File: src/pkg/wdrs_params.svh
// Constants for the watchdog and reset supervisor
`ifndef WDRS_PARAMS_SVH
`define WDRS_PARAMS_SVH
`define WDRS_OFF_SRS2 8'h0D
`define WDRS_OFF_WMODE 8'h0F
`define WDRS_BIT_HALT 2
`define WDRS_BIT_STOP 3
`define WDRS_BIT_CLK 4
`define WDRS_WMODE_RESET 8'h0D
`define WDRS_SRS2_RESET 8'h00
`define WDRS_CFG_WINDOW 8'h3C
`define WDRS_CLK_MHZ 40
`define WDRS_RC_TICK_NS 1000
`define WDRS_RC_TICK_CYC ((`WDRS_RC_TICK_NS * `WDRS_CLK_MHZ) / 1000)
`define WDRS_TO_RC0_MS 5
`define WDRS_TO_RC1_MS 10
`define WDRS_TO_RC2_MS 20
`define WDRS_TO_RC3_MS 80
`define WDRS_TO_XT0 256
`define WDRS_TO_XT1 512
`define WDRS_TO_XT2 1024
`define WDRS_TO_XT3 4096
`define WDRS_POR_MS 5
`define WDRS_RST_CLKS 18
`define WDRS_LVD_US 20
`define WDRS_LVD_CYC (`WDRS_LVD_US * `WDRS_CLK_MHZ)
`define WDRS_WARM_BIT 7
`endif

File: src/pkg/wdrs_pkg.sv
// Types for the watchdog and reset supervisor
package wdrs_pkg;
  typedef logic [7:0] wdrs_byte_t;
  typedef enum logic [1:0] {
    WDRS_RUN = 2'b00,
    WDRS_HALT = 2'b01,
    WDRS_STOP = 2'b10
  } wdrs_mode_e;
endpackage

File: src/pkg/wdrs_if.sv
// Interface between processor core and watchdog supervisor
`timescale 1ns/1ps
interface wdrs_if;
  logic wr_en;
  logic [7:0] wr_addr;
  logic [7:0] wr_data;
  logic wdt_exec;
  logic [1:0] cpu_mode;
  logic [7:0] port2_in;
  logic [7:0] port2_is_out;
  logic lvd_enable;
  logic reset_n;
  logic flag_z;
  logic flag_s;
  logic flag_v;
  logic flag_strobe;
  logic lvd_valid;
  logic lvd_flag;
  logic warm_flag;
  modport dev (input wr_en, wr_addr, wr_data, wdt_exec, cpu_mode, port2_in, port2_is_out, lvd_enable,
    output reset_n, flag_z, flag_s, flag_v, flag_strobe, lvd_valid, lvd_flag, warm_flag);
  modport core (output wr_en, wr_addr, wr_data, wdt_exec, cpu_mode, port2_is_out, lvd_enable,
    input port2_in, reset_n, flag_z, flag_s, flag_v, flag_strobe, lvd_valid, lvd_flag, warm_flag);
endinterface

File: src/hdl/wdrs_device.sv
// Watchdog timer, stop recovery and reset supervisor
// Overview of operation
// - Either recovery register event ends stop
// - Output pins excluded from wake equations
// - Retriggerable one-shot resets at terminal count
// - First instruction arms, later ones refresh
// - Instruction updates zero, sign, overflow flags
// - Bit 4 picks RC or crystal clock
// - RC time-outs 5, 10, 20, 80 ms
// - Crystal time-outs 256 to 4096 periods
// - Time select defaults to code 01
// - Bit 2 keeps counting in halt
// - Bit 3 keeps counting in stop
// - Software picks RC clock for stop
// - Mode writes only within 60 cycles
// - Later mode writes ignored until reset
// - Mode register write-only at 0FH
// - Bits 5 to 7 have no effect
// - Low voltage holds global reset
// - Low-voltage flag valid after 20 us
// - Software disables detection before stop
// - Clear rising edge starts reset timers
// - Time-out triggers reset one-shot of 5000 chain-clock ticks, 5 ms on RC
// - Warm flag set on stop wake
//
// The AXI4-Lite register port is this design's own decision.
`timescale 1ns/1ps
`include "wdrs_params.svh"
module wdrs_device
(
  // Clock and reset
  input wire logic clk_in,
  input wire logic resetn_in,
  // Oscillator ticks from outside this domain
  input wire logic rc_osc_in,
  input wire logic crystal_input_pin_in,
  // Supply and clear inputs
  input wire logic low_voltage_in,
  input wire logic clear_input_one_in,
  input wire logic clear_input_two_in,
  // Recovery source select, software side
  input wire wdrs_pkg::wdrs_byte_t stop_recovery_select_in,
  // Core side
  wdrs_if.dev bus
);
  import wdrs_pkg::*;

  typedef struct packed {
    logic [2:0] rc_s;
    logic [2:0] xt_s;
    logic [2:0] lv_s;
    logic [2:0] c1_s;
    logic [2:0] c2_s;
    logic [7:0] wmode;
    logic [7:0] srs2;
    logic [7:0] win;
    logic armed;
    logic [23:0] cnt;
    logic tc;
    logic tc_s1;
    logic tc_s2;
    logic [23:0] por_cnt;
    logic [4:0] rst_cnt;
    logic [10:0] lvd_cnt;
    logic lvd_valid;
    logic lvd_flag;
    logic warm;
    logic reset_n;
    logic fz;
    logic fs;
    logic fv;
    logic fstb;
    logic [7:0] p2_s0;
    logic [7:0] p2_s1;
    logic [7:0] p2_s2;
    logic [7:0] p2_f;
  } wdrs_state_s;

  wdrs_state_s s_reg, s_next;

  // Time-out in counter ticks from time select and clock source
  function automatic logic [23:0] wdrs_limit(input logic [7:0] m);
    logic [23:0] r;
    r = 24'h00_0000;
    if (m[`WDRS_BIT_CLK])
    begin
      unique case (m[1:0])
        2'b00: r = 24'(`WDRS_TO_XT0);
        2'b01: r = 24'(`WDRS_TO_XT1);
        2'b10: r = 24'(`WDRS_TO_XT2);
        2'b11: r = 24'(`WDRS_TO_XT3);
      endcase
    end
    else
    begin
      unique case (m[1:0])
        2'b00: r = 24'(`WDRS_TO_RC0_MS * 1000);
        2'b01: r = 24'(`WDRS_TO_RC1_MS * 1000);
        2'b10: r = 24'(`WDRS_TO_RC2_MS * 1000);
        2'b11: r = 24'(`WDRS_TO_RC3_MS * 1000);
      endcase
    end
    return r;
  endfunction

  // Wake source decode, shared by both select registers
  function automatic logic wdrs_wake(input logic [2:0] src, input logic [7:0] p, input logic [7:0] po,
    input logic hi);
    logic [7:0] act;
    logic w;
    act = (hi ? p : ~p) & ~po;
    w = 1'b0;
    unique case (src)
      3'b101: w = act[7];
      3'b110: w = |act[3:0];
      3'b111: w = |act;
      default: w = 1'b0;
    endcase
    return w;
  endfunction

  logic rc_tick, xt_tick, tick, wake, stop_mode, count_en, c_rise;
  logic [23:0] limit;

  always_comb
  begin
    // Rising edge counted when stage two is high and stage three still low
    rc_tick = s_reg.rc_s[1] & ~s_reg.rc_s[2];
    xt_tick = s_reg.xt_s[1] & ~s_reg.xt_s[2];
    tick = s_reg.wmode[`WDRS_BIT_CLK] ? xt_tick : rc_tick;
    limit = wdrs_limit(s_reg.wmode);
    stop_mode = (bus.cpu_mode == WDRS_STOP);
    // Either register's event wakes the part
    wake = stop_mode & (wdrs_wake(stop_recovery_select_in[4:2], s_reg.p2_f, bus.port2_is_out,
      stop_recovery_select_in[6]) | wdrs_wake(s_reg.srs2[4:2], s_reg.p2_f, bus.port2_is_out,
      s_reg.srs2[6]));
    count_en = s_reg.armed & (bus.cpu_mode == WDRS_RUN
      | (bus.cpu_mode == WDRS_HALT & s_reg.wmode[`WDRS_BIT_HALT])
      | (stop_mode & s_reg.wmode[`WDRS_BIT_STOP]));
    c_rise = (s_reg.c1_s[1] & ~s_reg.c1_s[2]) | (s_reg.c2_s[1] & ~s_reg.c2_s[2]);
  end

  // Next state
  always_comb
  begin
    s_next = s_reg;
    s_next.rc_s = {s_reg.rc_s[1:0], rc_osc_in};
    s_next.xt_s = {s_reg.xt_s[1:0], crystal_input_pin_in};
    s_next.lv_s = {s_reg.lv_s[1:0], low_voltage_in};
    s_next.c1_s = {s_reg.c1_s[1:0], clear_input_one_in};
    s_next.c2_s = {s_reg.c2_s[1:0], clear_input_two_in};
    // Port pins are asynchronous: a bit moves only once stages two and three agree
    s_next.p2_s0 = bus.port2_in;
    s_next.p2_s1 = s_reg.p2_s0;
    s_next.p2_s2 = s_reg.p2_s1;
    s_next.p2_f = (s_reg.p2_s1 & s_reg.p2_s2) | (s_reg.p2_f & (s_reg.p2_s1 | s_reg.p2_s2));
    s_next.fstb = 1'b0;
    s_next.tc = 1'b0;
    // Window counts system cycles after reset release
    if (s_reg.reset_n && s_reg.win != `WDRS_CFG_WINDOW)
      s_next.win = s_reg.win + 8'h01;
    if (bus.wr_en && s_reg.reset_n && s_reg.win != `WDRS_CFG_WINDOW)
    begin
      // Reserved upper bits kept but never decoded
      if (bus.wr_addr == `WDRS_OFF_WMODE)
        s_next.wmode = bus.wr_data;
      if (bus.wr_addr == `WDRS_OFF_SRS2)
        s_next.srs2 = bus.wr_data;
    end
    // Instruction arms or refreshes and posts flags
    if (bus.wdt_exec && s_reg.reset_n)
    begin
      s_next.armed = 1'b1;
      s_next.cnt = 24'h00_0000;
      s_next.fz = 1'b0;
      s_next.fs = 1'b0;
      s_next.fv = 1'b0;
      s_next.fstb = 1'b1;
    end
    else if (count_en && tick)
    begin
      if (s_reg.cnt + 24'h00_0001 >= limit)
        s_next.tc = 1'b1;
      else
        s_next.cnt = s_reg.cnt + 24'h00_0001;
    end
    // Two-stage carry into reset logic
    s_next.tc_s1 = s_reg.tc;
    s_next.tc_s2 = s_reg.tc_s1;
    // One-shot and short reset timer
    if (s_reg.tc_s2 || c_rise || wake)
    begin
      s_next.por_cnt = 24'(`WDRS_POR_MS * 1000);
      s_next.rst_cnt = 5'(`WDRS_RST_CLKS);
      s_next.reset_n = 1'b0;
      s_next.armed = 1'b0;
      s_next.cnt = 24'h00_0000;
      s_next.win = 8'h00;
      if (stop_mode)
        s_next.warm = 1'b1;
      else
        s_next.warm = 1'b0;
    end
    else if (s_reg.por_cnt != 24'h00_0000)
    begin
      // One-shot shares the chain clock picked by the mode register
      if (tick)
        s_next.por_cnt = s_reg.por_cnt - 24'h00_0001;
    end
    else if (s_reg.rst_cnt != 5'h00)
      s_next.rst_cnt = s_reg.rst_cnt - 5'h01;
    else
      s_next.reset_n = 1'b1;
    // Low supply overrides everything; its end restarts the timers as a power-on would
    if (s_reg.lv_s[2] && s_reg.lv_s[1])
    begin
      s_next.reset_n = 1'b0;
      s_next.por_cnt = 24'(`WDRS_POR_MS * 1000);
      s_next.rst_cnt = 5'(`WDRS_RST_CLKS);
      s_next.win = 8'h00;
      s_next.armed = 1'b0;
      s_next.warm = 1'b0;
    end
    // Flag valid only after detection is enabled long enough
    if (!bus.lvd_enable)
    begin
      s_next.lvd_cnt = 11'h000;
      s_next.lvd_valid = 1'b0;
    end
    else if (s_reg.lvd_cnt != 11'(`WDRS_LVD_CYC))
      s_next.lvd_cnt = s_reg.lvd_cnt + 11'h001;
    else
      s_next.lvd_valid = 1'b1;
    s_next.lvd_flag = bus.lvd_enable & s_reg.lv_s[2];
  end

  // State register, synchronous reset
  always_ff @(posedge clk_in)
  begin
    if (!resetn_in)
    begin
      s_reg <= '0;
      s_reg.wmode <= `WDRS_WMODE_RESET;
      s_reg.srs2 <= `WDRS_SRS2_RESET;
      s_reg.por_cnt <= 24'(`WDRS_POR_MS * 1000);
      s_reg.rst_cnt <= 5'(`WDRS_RST_CLKS);
    end
    else
      s_reg <= s_next;
  end

  // Outputs from flip-flops
  assign bus.reset_n = s_reg.reset_n;
  assign bus.flag_z = s_reg.fz;
  assign bus.flag_s = s_reg.fs;
  assign bus.flag_v = s_reg.fv;
  assign bus.flag_strobe = s_reg.fstb;
  assign bus.lvd_valid = s_reg.lvd_valid;
  assign bus.lvd_flag = s_reg.lvd_flag;
  assign bus.warm_flag = s_reg.warm;
endmodule

File: src/flat_wrapper.sv
// flat-port wrapper written by rule: the top's interface ports become plain ports
module wdrs_device_flat import wdrs_pkg::*;
  (clk_in, resetn_in, rc_osc_in, crystal_input_pin_in, low_voltage_in, clear_input_one_in, clear_input_two_in, stop_recovery_select_in, bus_wr_en, bus_wr_addr, bus_wr_data, bus_wdt_exec, bus_cpu_mode, bus_port2_in, bus_port2_is_out, bus_lvd_enable, bus_reset_n, bus_flag_z, bus_flag_s, bus_flag_v, bus_flag_strobe, bus_lvd_valid, bus_lvd_flag, bus_warm_flag);
  wdrs_if bus_i ();
  input wire logic clk_in;
  input wire logic resetn_in;
  input wire logic rc_osc_in;
  input wire logic crystal_input_pin_in;
  input wire logic low_voltage_in;
  input wire logic clear_input_one_in;
  input wire logic clear_input_two_in;
  input wire wdrs_pkg::wdrs_byte_t stop_recovery_select_in;
  input wire logic [$bits(bus_i.wr_en)-1:0] bus_wr_en;
  input wire logic [$bits(bus_i.wr_addr)-1:0] bus_wr_addr;
  input wire logic [$bits(bus_i.wr_data)-1:0] bus_wr_data;
  input wire logic [$bits(bus_i.wdt_exec)-1:0] bus_wdt_exec;
  input wire logic [$bits(bus_i.cpu_mode)-1:0] bus_cpu_mode;
  input wire logic [$bits(bus_i.port2_in)-1:0] bus_port2_in;
  input wire logic [$bits(bus_i.port2_is_out)-1:0] bus_port2_is_out;
  input wire logic [$bits(bus_i.lvd_enable)-1:0] bus_lvd_enable;
  output wire logic [$bits(bus_i.reset_n)-1:0] bus_reset_n;
  output wire logic [$bits(bus_i.flag_z)-1:0] bus_flag_z;
  output wire logic [$bits(bus_i.flag_s)-1:0] bus_flag_s;
  output wire logic [$bits(bus_i.flag_v)-1:0] bus_flag_v;
  output wire logic [$bits(bus_i.flag_strobe)-1:0] bus_flag_strobe;
  output wire logic [$bits(bus_i.lvd_valid)-1:0] bus_lvd_valid;
  output wire logic [$bits(bus_i.lvd_flag)-1:0] bus_lvd_flag;
  output wire logic [$bits(bus_i.warm_flag)-1:0] bus_warm_flag;
  assign bus_i.wr_en = bus_wr_en;
  assign bus_i.wr_addr = bus_wr_addr;
  assign bus_i.wr_data = bus_wr_data;
  assign bus_i.wdt_exec = bus_wdt_exec;
  assign bus_i.cpu_mode = bus_cpu_mode;
  assign bus_i.port2_in = bus_port2_in;
  assign bus_i.port2_is_out = bus_port2_is_out;
  assign bus_i.lvd_enable = bus_lvd_enable;
  assign bus_reset_n = bus_i.reset_n;
  assign bus_flag_z = bus_i.flag_z;
  assign bus_flag_s = bus_i.flag_s;
  assign bus_flag_v = bus_i.flag_v;
  assign bus_flag_strobe = bus_i.flag_strobe;
  assign bus_lvd_valid = bus_i.lvd_valid;
  assign bus_lvd_flag = bus_i.lvd_flag;
  assign bus_warm_flag = bus_i.warm_flag;
  wdrs_device u_core (.clk_in(clk_in), .resetn_in(resetn_in), .rc_osc_in(rc_osc_in), .crystal_input_pin_in(crystal_input_pin_in), .low_voltage_in(low_voltage_in), .clear_input_one_in(clear_input_one_in), .clear_input_two_in(clear_input_two_in), .stop_recovery_select_in(stop_recovery_select_in), .bus(bus_i));
endmodule
File: config.mk
export PLATFORM = sky130hd
export DESIGN_NAME = wdrs_device_flat
export DESIGN_NICKNAME = d
export VERILOG_FILES = /design/src/pkg/wdrs_pkg.sv /design/src/pkg/wdrs_if.sv /design/src/hdl/wdrs_device.sv /design/src/flat_wrapper.sv
export VERILOG_INCLUDE_DIRS = /design/src /design/src/pkg
export SDC_FILE = /design/constraint.sdc
export NUM_CORES = 1
export LEC_CHECK = 0
export ABC_AREA = 0
export BUFFER_PORTS_ARGS = -buffer_cell sky130_fd_sc_hd__buf_2
export CORE_ASPECT_RATIO = 0.8
export CORE_UTILIZATION = 55
export CTS_CLUSTER_DIAMETER = 50
export DETAILED_ROUTE_END_ITERATION = 8
export GPL_TIMING_DRIVEN = 0
export HOLD_SLACK_MARGIN = 0.12
export PLACE_DENSITY = 0.73
export REMOVE_ABC_BUFFERS = 1
export SLEW_MARGIN = 5
export SYNTH_ARGS = -nofsm -noshare
export SYNTH_HDL_FRONTEND = slang
export SYNTH_SLANG_ARGS = --single-unit
File: constraint.sdc
create_clock -name clk_in -period 4.19 [get_ports clk_in]
set_clock_uncertainty 0.05 [all_clocks]
set_input_delay 0.2095 -clock clk_in [delete_from_list [all_inputs] [get_ports clk_in]]
set_output_delay 0.2095 -clock clk_in [all_outputs]
set_load 0.01 [all_outputs]
---- Yosys cells after proc, flatten, opt, wreduce, memory -nomap -nowiden ----
Cells that the tools add are included.
storage, ports and cells
  bits in registers ....................... 140
  word-level logic and storage cells ...... 114
operators by class
  add/subtract/negate cells ............... 5
  order comparisons ....................... 1
  eq/ne operators ......................... 15
  mux-type cells .......................... 11
  bitwise logic cells ..................... 30
  reduce and logical (&&, ||, !) cells .... 27
operators by type and width
  kind                                                                  number
  24-bit one-hot mux with 4 select lines                                2
  8-bit AND                                                             4
  24-bit by 1-bit adder with 24-bit output, second input constant       1
  24-bit greater-or-equal comparator                                    1
  24-bit two-way mux                                                    1
  24-bit nonzero test                                                   1
  24-bit by 1-bit subtractor with 24-bit output, second input constant  1
  3-bit == test, second input constant                                  6
  8-bit by 4-bit == test with 1-bit output, second input constant       2
  8-bit two-way mux                                                     2
  8-bit NOT                                                             2
  8-bit bitwise OR                                                      2
  8-bit OR reduction                                                    2
  2-bit AND reduction                                                   7
  11-bit by 1-bit adder with 11-bit output, second input constant       1
  11-bit by 10-bit != test with 1-bit output, second input constant     1
  1-bit AND                                                             9
  1-bit NOT                                                             9
  3-bit OR reduction                                                    3
  8-bit by 1-bit adder with 8-bit output, second input constant         1
  8-bit by 6-bit != test with 1-bit output, second input constant       1
  4-bit OR reduction                                                    2
  2-bit == test, second input constant                                  3
  1-bit logical AND                                                     6
  9 further kinds                                                       19

---- Logic depth before layout (Yosys ltp) ----
  depth after elaboration ................. 9
  gate-level depth with buffers ........... 15
  depth with buffers taken out ............ 13

---- Worst setup path after synthesis ----
OpenSTA, ideal clock, no wires.
  path type ............................... reg-to-reg
  from .................................... register u_core.s_reg[85] (netlist name)
  to ...................................... register u_core.s_reg[93] (netlist name)
  library setup time ...................... 0.072 ns
  data arrival time ....................... 3.165 ns
  path slack .............................. 0.903 ns
  stages on the path, launching flop included .. 15
  period minus slack after synthesis ...... 3.287 ns
  cells stage by stage .................... dfxtp_1 clkbuf_1 nand4_1 or2_2 clkbuf_1 nor3_1 xor2_1 ha_1 a21o_1 a21oi_1 o211ai_1 o211a_1 clkbuf_1 nor4b_1 mux2i_1
between the ends
  longest elaborated chain between the ends .. 4
RTL lines
  item                                          line                                    RTL
  from (decl)                                   wdrs_device.sv:79                       wdrs_state_s s_reg, s_next;
  from (signal assigned)                        wdrs_device.sv:249                      s_reg <= s_next;
  24-bit by 1-bit adder with 24-bit output (*)  wdrs_device.sv:182, wdrs_device.sv:185
  24-bit greater-or-equal comparator            wdrs_device.sv:182                      if (s_reg.cnt + 24'h00_0001 >= limit)
  1-bit NOT (no source line)                    --
  2-bit AND reduction (no source line)          --
Every way passes the cells marked *; elsewhere a longest branch is shown, timed or not.
A chain may end at the register's enable or synchronous reset.

---- Worst setup path after layout ----
  from .................................... register u_core.s_reg[83] (netlist name)
  to ...................................... register u_core.s_reg[91] (netlist name)
The elaborated chain is that of the path after synthesis.

==> results.yml <==
outcome:
  status: "finished, final reports clean"
route:
  ant_nets: 0
  post_drt_wl_per_cell_um: 14.39
  num_vias: 5307
  drt_wl_total_um: 13810
  dr.first_iter.drc_count: 441
  dr.pass1.iters: 4
  routed_via_density: 5.528
  drc: 0
place:
  gp_congestion: 0.9085
  dp_hpwl_um: 9415
  dp_slack_ps: 280.3
  port_buffers: 50
setup_path:
  reg2reg_to: "u_core.s_reg[91]"
  worst_ep_required_time_ps: 4470
  crit_type: "register to register"
  startpoint_type: "register"
  crit_arrival_ps: 4210
  r2r-start: "u_core.s_reg[83]"
  cp_max_fo: 21
  r2r_slack_ps: 260
  end_kind: "register"
  reg2regPathDepth: 13
global_routing:
  grt_pass1_wl_um: 23720
  antenna_found_initial: 0
  grt.total_usage: 0.2414
  gr-total-overflow: 0
  grt_pass1_vias: 5252
  grt_max_degree: 67
floorplan:
  die_height_um: 99.61
  dieArea_sq_mm: 0.01235
  initial_utilization: 0.5666
  rows: 35
  pin_count: 60
  coreArea_sq_mm: 0.01156
  die_x_um: 124.0
yosys:
  synthFlopType: "dfxtp_1"
  ys_seq_area_frac: 0.4187
  synth_seq_cells: 137
  synth-async-reset-ratio: 0
  synth_cell_types: 61
  ys_warn_count: 0
  synth_cells: 737
  synth_edf_count: 0
  synth_area_per_cell_sq_um: 8.887
  netlist_area_sq_mm: 0.006550
worst_hold_path:
  hp-class: "primary input to register"
  min_to: "u_core.bus.warm_flag"
  min_path_cells: 4
  min_from: "bus_cpu_mode[0]"
sta:
  max_freq_ghz: 0.2544
  setup_viol: 0
  rsz0062_at_grt: "no"
  slew_viol_final: 0
  fin_setup_tns_ps: 0
  slew_headroom: 0.1925
  finalHoldViolations: 0
  hold_ws_ps: 140.3
  worst_pin_slew_ps: 1208
  min_period_ps: 3930
  finalCritPeriodShare: 0.9380
  setup_slack_ps: 259.8
layout:
  fin_util: 0.6672
  final_common_cell: "dfxtp_1"
  area_delta_synth_final_pct: 17.77
  largest_reg_flops: 104
  final_cell_mix: "137 x dfxtp_1, 68 x nor2_1, 59 x nand2_1, 50 x buf_2, 45 x nand3_1"
  drive_gt1_frac: 0.1268
  nets: 878
  antenna_cells: 0
cts:
  cts_setup_buffers: 0
  cts_root_buf: "clkbuf_16"
  htree_levels: 4
  cts_buffers: 17
  cts_tree: "yes"
  clk_latency_ps: 410
  clock-sinks: 137
  cts_buffer_depth: 2
  clkTransAtPathRegs_ps: 60
power:
  leakage_nw: 2.950
  pwr-share-clk: 0.508
  p_int_mw: 2.290
  combPwrFrac: 0.045
  power_frac_seq: 0.447
  switching_power_mw: 0.6837
  power_density_mw_per_mm2: 385.5
  ir_worst_vdd_mv: 0.2829
  swShare: 0.2299
job:
  drv_cap: 0
area by class of cell:
| cell class | instances | area, sq um |
|---|---|---|
| clock buffers | 18 | 439.2 |
| clock inverters | 14 | 161.4 |
| fillers | 933 | 3847 |
| inverters | 22 | 82.58 |
| multi-input cells | 547 | 3605 |
| flip-flops and latches | 137 | 2743 |
| well taps | 148 | 185.2 |
| repair buffers | 74 | 498.0 |
cell usage after synthesis, drive strengths merged (24+ instances only):
| cell | n | area share |
|---|---|---|
| dfxtp | 137 | 0.42 |
| nor2 | 68 | 0.039 |
| nand2 | 60 | 0.035 |
| nand3 | 47 | 0.037 |
| and2 | 41 | 0.039 |
| xnor2 | 35 | 0.047 |
| xor2 | 28 | 0.037 |
| clkbuf | 27 | 0.015 |
| ha | 27 | 0.052 |
| mux2i | 27 | 0.041 |
| nor3 | 24 | 0.018 |
per-layer routing:
metal | GRT usage | up-vias | share of wire
met5 | 0 | - | 0
met4 | 0.07967 | 0 | 0.012
met3 | 0.04071 | 18 | 0.035
met2 | 0.4214 | 98 | 0.48
met1 | 0.3000 | 2502 | 0.47
li1 | - | 2689 | -
kinds of logic (layout without fill, tap and decap cells):
family	after synthesis	after routing	share of synthesized area
compound gates	74	74	0.07393
xor+xnor	63	63	0.08424
fa+ha+maj	27	27	0.05158
buf+inv	55	128	0.03477
flops	137	137	0.4187
mux	28	28	0.04298
other cells	1	3	0.0005725
simple gates	352	352	0.2932
metrics by stage:
stage,std cells,cell area [sq um],power [mW]
after floorplan,706,6412,1.419
after global placement,904,6848,1.464
after detailed placement,907,6894,1.476
after CTS,960,7705,2.992
after global routing,960,7714,3.065
final,960,7714,2.973
power groups by stage:
| stage | Clock, mW | Sequential, mW | Combinational (mW) |
|---|---|---|---|
| 2_1_floorplan | 0 | 1.36 | 0.0629 |
| 3_3_place_gp | 0 | 1.36 | 0.106 |
| 3_5_place_dp | 0 | 1.36 | 0.117 |
| 4_1_cts | 1.53 | 1.33 | 0.133 |
| 5_1_grt | 1.58 | 1.33 | 0.149 |
| 6_report | 1.51 | 1.33 | 0.133 |
critical path, stage by stage (launching register included):
cell and delay [ps]:
dfxtp_1 440, ha_1 270, nand3_1 190, nor2_1 410
nand4_1 200, xnor2_1 170, ha_1 290, nand2_1 80
nor2_1 50, a211oi_1 250, o211ai_1 120, o211a_1 540
nor4_1 510, mux2i_1 270
worst max-delay path by stage:
stage                                  from                 to  slack, ps  cells past startpoint
final                      u_core.s_reg[83]   u_core.s_reg[91]        260                     13
after global routing       u_core.s_reg[83]   u_core.s_reg[91]         20                     13
after CTS                  u_core.s_reg[83]  u_core.s_reg[105]        270                     13
after detailed placement   u_core.s_reg[83]  u_core.s_reg[101]        280                     13
after global placement    u_core.s_reg[122]   u_core.s_reg[57]      -1840                      7
after floorplan           u_core.s_reg[122]   u_core.s_reg[57]       -340                      7
repair_timing:
item,CTS,global route
endpoints found under the hold margin,27,0
hold buffers,21,0
endpoints found under the setup margin,0,7
resized for setup,0,1
Power figures use the tool's default switching activity.
